## src/hdl/serial_node_pkg.sv

```systemverilog
// Purpose: Shared constants and types for the serial node front end
// Assumes: 20 MHz core clock
// Notes:   Bit periods derive from the 38400 bps period by powers of two
package serial_node_pkg;
  // Clock and timing
  localparam int CLK_HZ           = 20_000_000;
  localparam int BAUD_FASTEST     = 38400;
  localparam int BIT_CYCLES_FAST  = CLK_HZ / BAUD_FASTEST;
  localparam int TENTH_SEC_MS     = 100;
  localparam int TENTH_CYCLES     = (CLK_HZ / 1000) * TENTH_SEC_MS;
  localparam logic [5:0] GAP_BITS = 6'h26;  // About 3.5 characters of idle line

  // Timeout action codes
  localparam logic [1:0] ACT_RAMP1 = 2'h0;
  localparam logic [1:0] ACT_COAST = 2'h1;
  localparam logic [1:0] ACT_RAMP2 = 2'h2;
  localparam logic [1:0] ACT_RUN   = 2'h3;
  // Bit rate codes
  localparam logic [1:0] RATE_4800  = 2'h0;
  localparam logic [1:0] RATE_9600  = 2'h1;
  localparam logic [1:0] RATE_19200 = 2'h2;
  localparam logic [1:0] RATE_38400 = 2'h3;
  // Stop, parity and width codes
  localparam logic       STOP_TWO  = 1'b1;
  localparam logic [1:0] PAR_NONE  = 2'h0;
  localparam logic [1:0] PAR_EVEN  = 2'h1;
  localparam logic [1:0] PAR_ODD   = 2'h2;
  localparam logic       WIDTH_7   = 1'b1;
  // Node addressing
  localparam logic [7:0] NODE_BCAST = 8'h00;
  localparam logic [7:0] NODE_MIN   = 8'h01;
  localparam logic [7:0] NODE_MAX   = 8'hFE;
  // Reset values
  localparam logic [7:0] RST_NODE   = 8'h01;
  localparam logic [1:0] RST_RATE   = RATE_9600;
  localparam logic [1:0] RST_ACTION = ACT_RAMP1;
  localparam logic [7:0] RST_DETECT = 8'h00;

  typedef struct packed {
    logic [7:0] node_number;
    logic [1:0] bit_rate_select;
    logic       stop_bit_select;
    logic [1:0] parity_select;
    logic       char_width_select;
  } fmt_t;

  typedef struct packed {
    logic [1:0] timeout_action_select;
    logic [7:0] timeout_detect_time;
  } sup_t;

  typedef struct packed {
    logic ramp_first_decel;
    logic coast;
    logic ramp_second_decel;
  } stop_t;

  typedef struct packed {
    logic timeout;
    logic busy;
    logic refused;
    logic char_error;
  } status_t;

  // Gray codes along idle, start, data, parity, stop
  typedef enum logic [2:0] {
    IDLE_S  = 3'b000,
    START_S = 3'b001,
    DATA_S  = 3'b011,
    PAR_S   = 3'b010,
    STOP_S  = 3'b110
  } line_state_t;
endpackage

```

## src/hdl/serial_node_comm_timeout.sv

```systemverilog
// Purpose: Serial character engine, node filter and link time-out supervisor
// Assumes: rxd and all control inputs synchronous to clk
// Notes:   Frames end on an idle gap; upper layers check the frame body
// Summary of operation
// On time-out apply action: ramp decel one, coast, ramp decel two, keep running
// Time-out declared when no good frame within 0 to 25.5 s window
// Latched time-out cleared by reset key or by a received frame
// Clearing a stopping time-out does not restart; a fresh run command needed
// Action and detection time changes refused while communication is busy
// Detection time enables supervision; run and frequency path left alone
// Node number 1 to 254 held; only frames to that node accepted; the code also accepts address zero frames
// Bit rate codes select 4800, 9600, 19200 or 38400 bps
// Stop setting selects one or two stop bits
// Parity none, even or odd on both transmit and receive
// Data width code selects eight or seven data bits
// Master addresses at most 32 nodes, each with a distinct number
// Address zero frames accepted by every node
// Master uses the same rate, stop, parity and width as the node
// Node number and format writes from the link are refused
// Zero detection time disables; otherwise each good frame restarts the timer
// Frames with parity or framing errors dropped and do not restart timer
module serial_node_comm_timeout
  import serial_node_pkg::*;
#(
  parameter logic [12:0] BIT_BASE   = 13'(BIT_CYCLES_FAST),
  parameter logic [20:0] TENTH_CNT  = 21'(TENTH_CYCLES)
) (
  input  wire logic                   clk,
  input  wire logic                   rst,
  input  wire logic                   rxd,
  output logic                        txd,
  output logic                        tx_drive_en,
  input  wire logic                   tx_valid,
  input  wire logic [7:0]             tx_data,
  output logic                        tx_ready,
  output logic [7:0]                  rx_data,
  output logic                        rx_valid,
  output logic                        frame_good,
  output logic                        frame_bad,
  input  wire logic                   cfg_wr_fmt,
  input  wire logic                   cfg_wr_sup,
  input  wire logic                   cfg_from_link,
  input  wire serial_node_pkg::fmt_t  cfg_fmt,
  input  wire serial_node_pkg::sup_t  cfg_sup,
  output serial_node_pkg::fmt_t       fmt,
  output serial_node_pkg::sup_t       sup,
  input  wire logic                   reset_key,
  input  wire logic                   run_cmd,
  output logic                        drive_run,
  output serial_node_pkg::stop_t      stop_act,
  output serial_node_pkg::status_t    status
);
  import serial_node_pkg::*;

  // Bit period in clocks for a rate code
  function automatic logic [12:0] bit_period(input logic [1:0] rate);
    unique case (rate)
      RATE_4800:  return BIT_BASE << 3;
      RATE_9600:  return BIT_BASE << 2;
      RATE_19200: return BIT_BASE << 1;
      default:    return BIT_BASE;
    endcase
  endfunction

  // Parity bit over the active data bits
  function automatic logic par_bit(input logic [7:0] d, input logic w7, input logic [1:0] ps);
    logic p;
    p = ^(w7 ? {1'b0, d[6:0]} : d);
    return (ps == PAR_ODD) ? ~p : p;
  endfunction

  line_state_t rx_state, next_rx_state, tx_state, next_tx_state;
  logic [12:0] rx_cnt, next_rx_cnt, tx_cnt, next_tx_cnt, period;
  logic [2:0]  rx_bitn, next_rx_bitn, tx_bitn, next_tx_bitn, last_bit;
  logic [7:0]  rx_sh, next_rx_sh, tx_sh, next_tx_sh;
  logic        rx_perr, next_rx_perr, rx_ferr, next_rx_ferr;
  logic        rx_stopn, next_rx_stopn, tx_stopn, next_tx_stopn;
  logic        rx_done, next_rx_done, use_par, busy;
  logic        next_txd, next_tx_ready, next_tx_drive_en;
  logic        in_frame, next_in_frame, addr_ok, next_addr_ok, f_err, next_f_err;
  logic [5:0]  gap, next_gap;
  logic [7:0]  next_rx_data;
  logic        next_rx_valid, next_frame_good, next_frame_bad;
  fmt_t        next_fmt;
  sup_t        next_sup;
  status_t     next_status;
  logic [20:0] tenth, next_tenth;
  logic [7:0]  elapsed, next_elapsed;
  logic        inhibit, next_inhibit, run_prev, sup_on, fire, clr, next_drive_run;
  logic [1:0]  stop_sel, next_stop_sel;
  stop_t       next_stop_act;

  // Character format in force; counters reload one below the bit period
  always_comb begin
    period   = bit_period(fmt.bit_rate_select) - 13'h0001;
    last_bit = (fmt.char_width_select == WIDTH_7) ? 3'h6 : 3'h7;
    use_par  = fmt.parity_select != PAR_NONE;
    busy     = rx_state != IDLE_S || in_frame || tx_state != IDLE_S;
  end

  // Receiver: mid-bit sampling, parity and stop checks
  always_comb begin
    next_rx_state = rx_state;
    next_rx_cnt   = (rx_cnt != 13'h0000) ? rx_cnt - 13'h0001 : rx_cnt;
    next_rx_bitn  = rx_bitn;
    next_rx_sh    = rx_sh;
    next_rx_perr  = rx_perr;
    next_rx_ferr  = rx_ferr;
    next_rx_stopn = rx_stopn;
    next_rx_done  = 1'b0;
    unique case (rx_state)
      IDLE_S: begin
        if (!rxd) begin
          next_rx_cnt   = period >> 1;
          next_rx_state = START_S;
        end else if (rx_cnt == 13'h0000) begin
          next_rx_cnt = period;  // Free bit ticks for gap timing
        end
      end
      START_S: if (rx_cnt == 13'h0000) begin
        next_rx_state = rxd ? IDLE_S : DATA_S;
        next_rx_cnt   = period;
        next_rx_bitn  = 3'h0;
        next_rx_sh    = 8'h00;
        next_rx_perr  = 1'b0;
        next_rx_ferr  = 1'b0;
        next_rx_stopn = 1'b0;
      end
      DATA_S: if (rx_cnt == 13'h0000) begin
        next_rx_sh[rx_bitn] = rxd;
        next_rx_bitn        = rx_bitn + 3'h1;
        next_rx_cnt         = period;
        if (rx_bitn == last_bit) begin
          next_rx_state = use_par ? PAR_S : STOP_S;
        end
      end
      PAR_S: if (rx_cnt == 13'h0000) begin
        next_rx_perr  = rxd != par_bit(rx_sh, fmt.char_width_select, fmt.parity_select);
        next_rx_cnt   = period;
        next_rx_state = STOP_S;
      end
      STOP_S: if (rx_cnt == 13'h0000) begin
        next_rx_ferr = rx_ferr | ~rxd;
        if (fmt.stop_bit_select == STOP_TWO && !rx_stopn) begin
          next_rx_stopn = 1'b1;
          next_rx_cnt   = period;
        end else begin
          next_rx_done  = 1'b1;
          next_rx_state = IDLE_S;
        end
      end
      default: next_rx_state = IDLE_S;
    endcase
  end

  always_ff @(posedge clk or posedge rst) begin
    if (rst) begin
      rx_state <= IDLE_S;
      rx_cnt   <= 13'h0000;
      rx_bitn  <= 3'h0;
      rx_sh    <= 8'h00;
      rx_perr  <= 1'b0;
      rx_ferr  <= 1'b0;
      rx_stopn <= 1'b0;
      rx_done  <= 1'b0;
    end else begin
      rx_state <= next_rx_state;
      rx_cnt   <= next_rx_cnt;
      rx_bitn  <= next_rx_bitn;
      rx_sh    <= next_rx_sh;
      rx_perr  <= next_rx_perr;
      rx_ferr  <= next_rx_ferr;
      rx_stopn <= next_rx_stopn;
      rx_done  <= next_rx_done;
    end
  end

  // Frame tracking: address filter, error collection, idle gap end
  always_comb begin
    next_in_frame   = in_frame;
    next_addr_ok    = addr_ok;
    next_f_err      = f_err;
    next_gap        = gap;
    next_rx_data    = rx_data;
    next_rx_valid   = 1'b0;
    next_frame_good = 1'b0;
    next_frame_bad  = 1'b0;
    if (rx_done) begin
      next_gap     = 6'h00;
      next_rx_data = rx_sh;
      if (!in_frame) begin
        next_in_frame = 1'b1;
        next_addr_ok  = rx_sh == fmt.node_number || rx_sh == NODE_BCAST;
        next_f_err    = rx_perr | rx_ferr;
        next_rx_valid = rx_sh == fmt.node_number || rx_sh == NODE_BCAST;
      end else begin
        next_f_err    = f_err | rx_perr | rx_ferr;
        next_rx_valid = addr_ok;
      end
    end else if (rx_state != IDLE_S) begin
      next_gap = 6'h00;
    end else if (in_frame && rx_cnt == 13'h0000) begin
      next_gap = gap + 6'h01;
      if (gap == GAP_BITS - 6'h01) begin
        next_in_frame   = 1'b0;
        next_frame_good = addr_ok && !f_err;
        next_frame_bad  = addr_ok && f_err;
      end
    end
  end

  always_ff @(posedge clk or posedge rst) begin
    if (rst) begin
      in_frame   <= 1'b0;
      addr_ok    <= 1'b0;
      f_err      <= 1'b0;
      gap        <= 6'h00;
      rx_data    <= 8'h00;
      rx_valid   <= 1'b0;
      frame_good <= 1'b0;
      frame_bad  <= 1'b0;
    end else begin
      in_frame   <= next_in_frame;
      addr_ok    <= next_addr_ok;
      f_err      <= next_f_err;
      gap        <= next_gap;
      rx_data    <= next_rx_data;
      rx_valid   <= next_rx_valid;
      frame_good <= next_frame_good;
      frame_bad  <= next_frame_bad;
    end
  end

  // Transmitter with line driver enable
  always_comb begin
    next_tx_state    = tx_state;
    next_tx_cnt      = (tx_cnt != 13'h0000) ? tx_cnt - 13'h0001 : tx_cnt;
    next_tx_bitn     = tx_bitn;
    next_tx_sh       = tx_sh;
    next_tx_stopn    = tx_stopn;
    next_txd         = txd;
    next_tx_ready    = tx_ready;
    next_tx_drive_en = tx_drive_en;
    unique case (tx_state)
      IDLE_S: if (tx_valid && tx_ready) begin
        next_tx_sh       = tx_data;
        next_tx_state    = START_S;
        next_tx_cnt      = period;
        next_txd         = 1'b0;
        next_tx_ready    = 1'b0;
        next_tx_drive_en = 1'b1;
      end
      START_S: if (tx_cnt == 13'h0000) begin
        next_tx_state = DATA_S;
        next_tx_bitn  = 3'h0;
        next_tx_cnt   = period;
        next_txd      = tx_sh[0];
      end
      DATA_S: if (tx_cnt == 13'h0000) begin
        next_tx_cnt  = period;
        next_tx_bitn = tx_bitn + 3'h1;
        if (tx_bitn == last_bit) begin
          next_tx_state = use_par ? PAR_S : STOP_S;
          next_txd      = use_par ?
                          par_bit(tx_sh, fmt.char_width_select, fmt.parity_select) : 1'b1;
          next_tx_stopn = 1'b0;
        end else begin
          next_txd = tx_sh[tx_bitn + 3'h1];
        end
      end
      PAR_S: if (tx_cnt == 13'h0000) begin
        next_tx_state = STOP_S;
        next_tx_cnt   = period;
        next_txd      = 1'b1;
        next_tx_stopn = 1'b0;
      end
      STOP_S: if (tx_cnt == 13'h0000) begin
        if (fmt.stop_bit_select == STOP_TWO && !tx_stopn) begin
          next_tx_stopn = 1'b1;
          next_tx_cnt   = period;
        end else begin
          next_tx_state    = IDLE_S;
          next_tx_ready    = 1'b1;
          next_tx_drive_en = 1'b0;
        end
      end
      default: next_tx_state = IDLE_S;
    endcase
  end

  always_ff @(posedge clk or posedge rst) begin
    if (rst) begin
      tx_state    <= IDLE_S;
      tx_cnt      <= 13'h0000;
      tx_bitn     <= 3'h0;
      tx_sh       <= 8'h00;
      tx_stopn    <= 1'b0;
      txd         <= 1'b1;
      tx_ready    <= 1'b1;
      tx_drive_en <= 1'b0;
    end else begin
      tx_state    <= next_tx_state;
      tx_cnt      <= next_tx_cnt;
      tx_bitn     <= next_tx_bitn;
      tx_sh       <= next_tx_sh;
      tx_stopn    <= next_tx_stopn;
      txd         <= next_txd;
      tx_ready    <= next_tx_ready;
      tx_drive_en <= next_tx_drive_en;
    end
  end

  // Settings: local format writes only, supervisor writes when idle
  always_comb begin
    next_fmt    = fmt;
    next_sup    = sup;
    next_status = '0;
    if (cfg_wr_fmt) begin
      if (cfg_from_link || busy || cfg_fmt.node_number < NODE_MIN ||
          cfg_fmt.node_number > NODE_MAX || cfg_fmt.parity_select > PAR_ODD) begin
        next_status.refused = 1'b1;
      end else begin
        next_fmt = cfg_fmt;
      end
    end
    if (cfg_wr_sup) begin
      if (busy) begin
        next_status.refused = 1'b1;
      end else begin
        next_sup = cfg_sup;
      end
    end
    next_status.timeout    = fire | (status.timeout & ~clr);
    next_status.busy       = busy;
    next_status.char_error = rx_done & (rx_perr | rx_ferr);
  end

  // Time-out supervisor
  always_comb begin
    sup_on        = sup.timeout_detect_time != 8'h00;
    clr           = reset_key | frame_good;
    next_tenth    = tenth;
    next_elapsed  = elapsed;
    fire          = 1'b0;
    if (!sup_on || clr) begin
      next_tenth   = 21'h000000;
      next_elapsed = 8'h00;
    end else if (!status.timeout) begin
      next_tenth = tenth + 21'h000001;
      if (tenth == TENTH_CNT - 21'h000001) begin
        next_tenth   = 21'h000000;
        next_elapsed = elapsed + 8'h01;
        fire         = elapsed + 8'h01 == sup.timeout_detect_time;
      end
    end
    next_stop_sel = stop_sel;
    next_inhibit  = inhibit;
    if (fire && sup.timeout_action_select != ACT_RUN) begin
      next_inhibit  = 1'b1;
      next_stop_sel = sup.timeout_action_select;
    end else if (inhibit && !status.timeout && run_cmd && !run_prev) begin
      next_inhibit = 1'b0;
    end
    next_stop_act.ramp_first_decel  = next_inhibit && next_stop_sel == ACT_RAMP1;
    next_stop_act.coast             = next_inhibit && next_stop_sel == ACT_COAST;
    next_stop_act.ramp_second_decel = next_inhibit && next_stop_sel == ACT_RAMP2;
    next_drive_run                  = run_cmd && !next_inhibit;
  end

  // Settings, supervisor state and status registers
  always_ff @(posedge clk or posedge rst) begin
    if (rst) begin
      fmt       <= '{RST_NODE, RST_RATE, 1'b0, PAR_NONE, 1'b0};
      sup       <= '{RST_ACTION, RST_DETECT};
      status    <= '0;
      tenth     <= 21'h000000;
      elapsed   <= 8'h00;
      inhibit   <= 1'b0;
      stop_sel  <= RST_ACTION;
      run_prev  <= 1'b0;
      drive_run <= 1'b0;
      stop_act  <= '0;
    end else begin
      fmt       <= next_fmt;
      sup       <= next_sup;
      status    <= next_status;
      tenth     <= next_tenth;
      elapsed   <= next_elapsed;
      inhibit   <= next_inhibit;
      stop_sel  <= next_stop_sel;
      run_prev  <= run_cmd;
      drive_run <= next_drive_run;
      stop_act  <= next_stop_act;
    end
  end
endmodule // serial_node_comm_timeout

```

## config.mk

```make
export PLATFORM = sky130hd
export DESIGN_NAME = serial_node_comm_timeout
export DESIGN_NICKNAME = d
export VERILOG_FILES = /design/src/hdl/serial_node_pkg.sv /design/src/hdl/serial_node_comm_timeout.sv
export SDC_FILE = /design/constraint.sdc
export NUM_CORES = 1
export LEC_CHECK = 0
export ABC_AREA = 1
export BUFFER_PORTS_ARGS = -buffer_cell sky130_fd_sc_hd__buf_2
export CAP_MARGIN = 20
export CELL_PAD_IN_SITES_DETAIL_PLACEMENT = 0
export CELL_PAD_IN_SITES_GLOBAL_PLACEMENT = 1
export CORE_MARGIN = 5
export CORE_UTILIZATION = 47
export DETAILED_ROUTE_END_ITERATION = 7
export PLACE_DENSITY = 0.81
export SKIP_CTS_REPAIR_TIMING = 1
export SLEW_MARGIN = 20
export SYNTH_ARGS = -nofsm -noshare
export SYNTH_HDL_FRONTEND = slang
export SYNTH_SLANG_ARGS = --single-unit
```

## constraint.sdc

```tcl
create_clock -name clk -period 7.97 [get_ports clk]
set_clock_uncertainty 0.1 [all_clocks]
set_input_delay 1.1955 -clock clk [delete_from_list [all_inputs] [get_ports clk]]
set_output_delay 1.1955 -clock clk [all_outputs]
set_load 0.02 [all_outputs]
```

==> results.cfg, run 1 <==
[global_route]
grt_pass1_vias = 7300
grt_max_degree = 85
grt.overflow.total = 0
grt_pass1_wl_um = 35200
track_usage_pct = 21.1
antenna_found_initial = 0

[synthesis]
synth_warnings = 0
syn-num-nets = 1162
synth_top_area_cell = dfrtp_1
synth_edf_count = 0
synth-seq-area-share_pct = 43.8
syn_inst = 1107
yosys-top-cells-area = dfrtp_1 (43%), nand2_1 (11%), inv_1 (7.3%)
synth_top_cell_area_share_pct = 42.6
async_flop_share_pct = 100
syn_area_sq_um = 8400
synthFlopType = dfrtp_1
ys_seq_elements = 147
syn_area_per_cell_sq_um = 7.59
ys_types = 55

[timing]
whs_ns = 0.327
max_freq_ghz = 0.349
slew_viol_final = 0
grt_setup_unrepaired = false
worst_slew_pin_slew_ns = 0.936
hold_viol = 0
relSlewSlack_pct = 37.5
setup_viol = 0
period_share_pct = 35.9
fin_crit_ns = 2.86
fin_setup_tns_ns = 0

[flow_run]
maxCapViolCount = 0

[critical_path]
cp-start-kind = flop
crit_chain = inv_1 > ha_1 > nand2_1 > nor2_1 > nand2_1 > nor2_4 > inv_1 > nor2_4 > inv_1 > a22oi_1 > a31oi_1
critPathCaptureType = flop
max_stage_delay_ns = 0.55
path_buf_inv = 3
worstPathRequired_ns = 8.15
crit_path_max_fanout = 21
critical_path_class = reg2reg
cpLargestDelayFamily = simple AND/OR/NAND/NOR gates
worst_path_max_delay_cell = nand2_1
crit_top_cell = inv_1
critical_path_arrival_ns = 3.04

[power_and_ir_drop]
powerDensity_nw_per_um2 = 169
ir_worst_vdd_mv = 0.144
p_leak_uw = 0.00472

[cells_and_area]
layout-drive-gt1-share_pct = 14.1
final_cells = 1436
final_cell_mix = nand2_1 (239), inv_1 (163), dfrtp_1 (143)
seqCellArea_sq_um = 3680
final_common_cell = nand2_1
finish.instance_area_sq_um = 9660
multi_input_area_sq_um = 3980
fin_nets = 1253
postLayoutCoreUtil_pct = 55.5
nFillCells = 1661
num_antenna_cells = 0
area_growth_pct = 15.0

[floorplan]
die_h_um = 144
start_util_pct = 48.2
die_w_um = 144
ios = 87
die_area_sq_um = 20600
rows = 48
core-area_sq_um = 17400

[routing]
ant_nets = 0
post_drt_wl_per_cell_um = 14.4
drt_wl_total_um = 20600
drt-initial-drc-count = 293
post_drt_via_cell_ratio = 5.16
drt-pass1-iter-count = 5
vias = 7403
drc = 0

[clocking]
clk_pin_slew_ns = 0.06
clock-sinks = 147
root_buffer = clkbuf_16
htreeDepth = 4
clk_latency_ns = 0.42
cts_tree = done
numCtsBuffers = 17
cts.path.max_buffers = 2

[status]
outcome = finished clean

[placement]
dp_hpwl_um = 15600
place_area_sq_um = 9040
dpl.cell_count = 1404
place.gp.congestion = 0.871
io_buffers = 86

[hold_path]
hold_class = reg2reg
-- worst register-to-register path: stages (launching register included) --
cell	delay, ns
dfrtp_1	0.38
inv_1	0.10
ha_1	0.22
nand2_1	0.10
nor2_1	0.15
nand2_1	0.55
nor2_4	0.44
inv_1	0.21
nor2_4	0.15
inv_1	0.12
a22oi_1	0.17
a31oi_1	0.05
-- through the flow --
step,total power (uW),worst slack [ns]
4_1_cts,1660,5.16
5_1_grt,1700,4.79
6_report,1640,5.11
2_1_floorplan,787,2.73
3_5_place_dp,808,4.96
3_3_place_gp,808,5.00
-- worst paths after layout --
check | from | endpoint | slack (ns) | cells past startpoint
max | rx_cnt[0] | rx_sh[0] | 5.11 | 11
min | f_err | frame_good | 0.33 | 1
max reg2reg | rx_cnt[0] | rx_sh[0] | 5.11 | 11
min reg2reg | f_err | frame_good | 0.33 | 1
max in group asynchronous | rst | fmt[5] | 5.62 | 3
min in group asynchronous | rst | frame_bad | 0.83 | 2
-- Yosys cell counts (2+ instances only) --
cell       instances
and2_2             2
a22oi_1            2
nor4_2             2
nor4_1             4
ha_1              14
o22ai_1           11
o31ai_1            4
a21oi_1           59
o21ai_0           83
o21bai_1           4
nand4_1           26
xor2_1            15
xnor2_1           22
a211oi_1           3
nor3_1            26
nor3_4             2
nand3_1           49
o21ai_1           15
inv_1            164
buf_2             10
o211ai_1           3
nand3_2            3
dfrtp_1          143
nor2_4             7
a22o_1             3
or2_2              4
a31oi_1            8
nand2_1          239
buf_6              2
dfstp_2            4
mux2_2             2
nor2_1           125
nor3b_1            2
inv_2              7
o32ai_1            2
nand3b_1           2
nand2_2            4
nor2_2            10
clkbuf_1           3
o2111ai_1          2
-- layout make-up --
type / instances / share of cell area, %
clock buffer: 19 / 4.48
inverter: 172 / 6.73
multi-input combinational: 772 / 41.2
timing repair buffer: 88 / 4.61
clock inverter: 13 / 1.92
sequential: 147 / 38.1
tap: 225 / 2.91
-- power by group --
part / internal, uW / switching (uW) / leakage, uW / total [uW]
sequential: 749 / 2.43 / 0.00184 / 751
clock: 525 / 318 / 0.000297 / 843
combinational: 12.4 / 29.1 / 0.00258 / 41.4
-- logic make-up after synthesis --
kind of cell | share of synthesized area (%)
and+or+nand+nor | 27.4
buffers and inverters | 8.74
muxes | 0.387
AOI/OAI and AO/OA | 13.7
DFF | 43.8
xor gates and xnor gates | 3.86
adders and majority gates | 2.08
-- sequential cells by signal, summed over array words and instances, names as in the netlist, 2 cells and up --
| signal | flops |
|---|---|
| stop_act | 3 |
| rx_cnt | 13 |
| rx_sh | 8 |
| rx_bitn | 3 |
| tx_sh | 8 |
| rx_state | 3 |
| gap | 6 |
| tx_cnt | 13 |
| elapsed | 8 |
| rx_data | 8 |
| tenth | 21 |
| stop_sel | 2 |
| fmt | 14 |
| status | 4 |
| sup | 10 |
| tx_bitn | 3 |
| tx_state | 3 |
-- layer usage --
metal  global-route usage, %  vias up  wire, um
met5                       0        -         0
met4                    5.30        0       381
li1                        -     3802         -
met3                    4.06       24       923
met1                    27.9     3417      9450
met2                    35.8      160      9860
Power figures use the tool's default switching activity.
==> inputs of run 2 (changes only) <==
--- a/config.mk
+++ b/config.mk
@@ -11,9 +11,9 @@
 export CELL_PAD_IN_SITES_DETAIL_PLACEMENT = 0
 export CELL_PAD_IN_SITES_GLOBAL_PLACEMENT = 1
 export CORE_MARGIN = 5
-export CORE_UTILIZATION = 47
+export CORE_UTILIZATION = 44
 export DETAILED_ROUTE_END_ITERATION = 7
-export PLACE_DENSITY = 0.81
+export PLACE_DENSITY = 0.77
 export SKIP_CTS_REPAIR_TIMING = 1
 export SLEW_MARGIN = 20
 export SYNTH_ARGS = -nofsm -noshare
==> constraint.sdc (replaced) <==
create_clock -name clk -period 2.8 [get_ports clk]
set_clock_uncertainty 0.1 [all_clocks]
set_input_delay 0.42 -clock clk [delete_from_list [all_inputs] [get_ports clk]]
set_output_delay 0.42 -clock clk [all_outputs]
set_load 0.02 [all_outputs]
==> run 2 against run 1 <==
Final cell count rose by 1.6%. Register-to-register slack got worse by 4.7 ns. Die area rose by 6.3%. Worst hold slack got worse by 0.25 ns. Highest routed layer unchanged. Combinational power rose to 3.2 times the previous value. Fmax rose by 18%. Clock power rose to 2.9 times the previous value. Critical path depth did not move. Via count rose by 0.12%. Clock-buffer cell count did not move. Non-clock buffer count rose by 14. Total power rose to 2.9 times the previous value.
==> results.cfg, run 2 (synthesis results as in run 1) <==
[critical_path]
critPathCaptureType = flop
cp-start-kind = flop
crit_path_max_fanout = 12
worstPathRequired_ns = 3.00
critical_path_arrival_ns = 2.64
reg2reg_depth = 11
critical_path_class = reg2reg

[placement]
place.gp.congestion = 0.855
dp_hpwl_um = 16100
io_buffers = 86
place_area_sq_um = 9180

[global_route]
met1_usage_pct = 26.5
antenna_found_initial = 0
grt_pass1_wl_um = 36000
grt.overflow.total = 0
use_met3_pct = 4.20
grt_max_degree = 45
grt_pass1_vias = 7411
grt_util_met2_pct = 34.0
track_usage_pct = 20.0
busiest_layer = met2

[hold_path]
whs_path_depth = 3
hold_class = in2reg

[floorplan]
die_w_um = 148
die_area_sq_um = 22000
rows = 50
die_h_um = 148
ios = 87
core-area_sq_um = 18800
start_util_pct = 44.8

[flow_run]
maxCapViolCount = 0

[clocking]
numCtsBuffers = 17
htreeDepth = 4
cts.path.max_buffers = 2
clk_latency_ns = 0.43
clock-sinks = 147
clk_pin_slew_ns = 0.07
cts_tree = done
root_buffer = clkbuf_16

[cells_and_area]
finish.instance_area_sq_um = 9820
layout-drive-gt1-share_pct = 15.0
final_cell_mix = nand2_1 (239), inv_1 (163), dfrtp_1 (143)
final_common_cell = nand2_1
reg.largest.list = tenth (21), fmt (14)
area_growth_pct = 16.9
fin_nets = 1267
postLayoutCoreUtil_pct = 52.3
regMostFlops = tenth
nFillCells = 1888
num_antenna_cells = 0
largest_reg_flops = 21

[power_and_ir_drop]
ir_worst_vdd_mv = 0.419
p_leak_uw = 0.00479
powerDensity_nw_per_um2 = 477

[routing]
post_drt_wl_per_cell_um = 14.5
drt-pass1-iter-count = 5
vias = 7412
drt_wl_total_um = 21200
drt-initial-drc-count = 332
drc = 0
ant_nets = 0
post_drt_via_cell_ratio = 5.08

[timing]
max_freq_ghz = 0.411
worst_slew_pin_slew_ns = 0.527
period_share_pct = 86.9
fin_crit_ns = 2.43
slew_viol_final = 0
hold_viol = 0
relSlewSlack_pct = 64.8
grt_setup_unrepaired = false
setup_viol = 0
fin_setup_tns_ns = 0

[status]
outcome = finished clean
-- run 2: power by group --
part / leakage, uW / internal, uW / total [uW] / switching (uW)
clock network: 0.000295 / 1440 / 2410 / 971
registers: 0.00184 / 2130 / 2140 / 6.15
logic: 0.00266 / 46.1 / 133 / 86.8
-- run 2: final timing paths --
path                                  from         end  slack [ns]
worst max-delay path             rx_cnt[0]  rx_cnt[12]        0.37
worst min-delay path            tx_data[2]    tx_sh[2]        0.08
worst max register to register   rx_cnt[0]  rx_cnt[12]        0.37
worst min register to register       f_err  frame_good        0.33
max in group asynchronous              rst      fmt[4]        1.44
min in group asynchronous              rst   tenth[16]        0.46
-- run 2: area by class of cell --
| class | count | area (sq um) | share of cell area, % |
|---|---|---|---|
| timing repair buffer | 102 | 593 | 6.04 |
| clock buffer | 19 | 443 | 4.51 |
| sequential | 147 | 3680 | 37.5 |
| clock inverter | 13 | 175 | 1.78 |
| inverter | 172 | 649 | 6.61 |
| tap | 234 | 293 | 2.98 |
| multi-input combinational | 772 | 3980 | 40.6 |
-- run 2: stage by stage --
step | total power [uW] | cells | worst slack (ns) | hold slack (ns)
finish | 4680 | 1459 | 0.366 | 0.0811
detailed placement | 2310 | 1425 | 0.400 | 0.320
floorplan | 2240 | 1107 | 0.436 | 0.302
global route | 4840 | 1459 | 0.0806 | 0.0748
CTS | 4740 | 1457 | 0.390 | -0.0825
global placement | 2310 | 1425 | 0.487 | 0.316
-- run 2: metal layers --
metal  part of all wire [%]  vias to the layer above  wire (um)
met5                      0                        -          0
met4                   0.89                        0        189
met3                    3.9                       14        824
met2                     49                      133      10400
met1                     46                     3445       9820
li1                       -                     3820          -
-- run 2: worst max-delay path, cell delays in order (launching register included) --
cell and delay (ns):
dfrtp_1 0.38, inv_1 0.09, ha_1 0.22, nand2_1 0.10
nor2_1 0.14, nand2_1 0.34, nor2_2 0.32, inv_1 0.09
o21ai_0 0.22, o21ai_0 0.11, nand3_1 0.10, o21ai_0 0.10
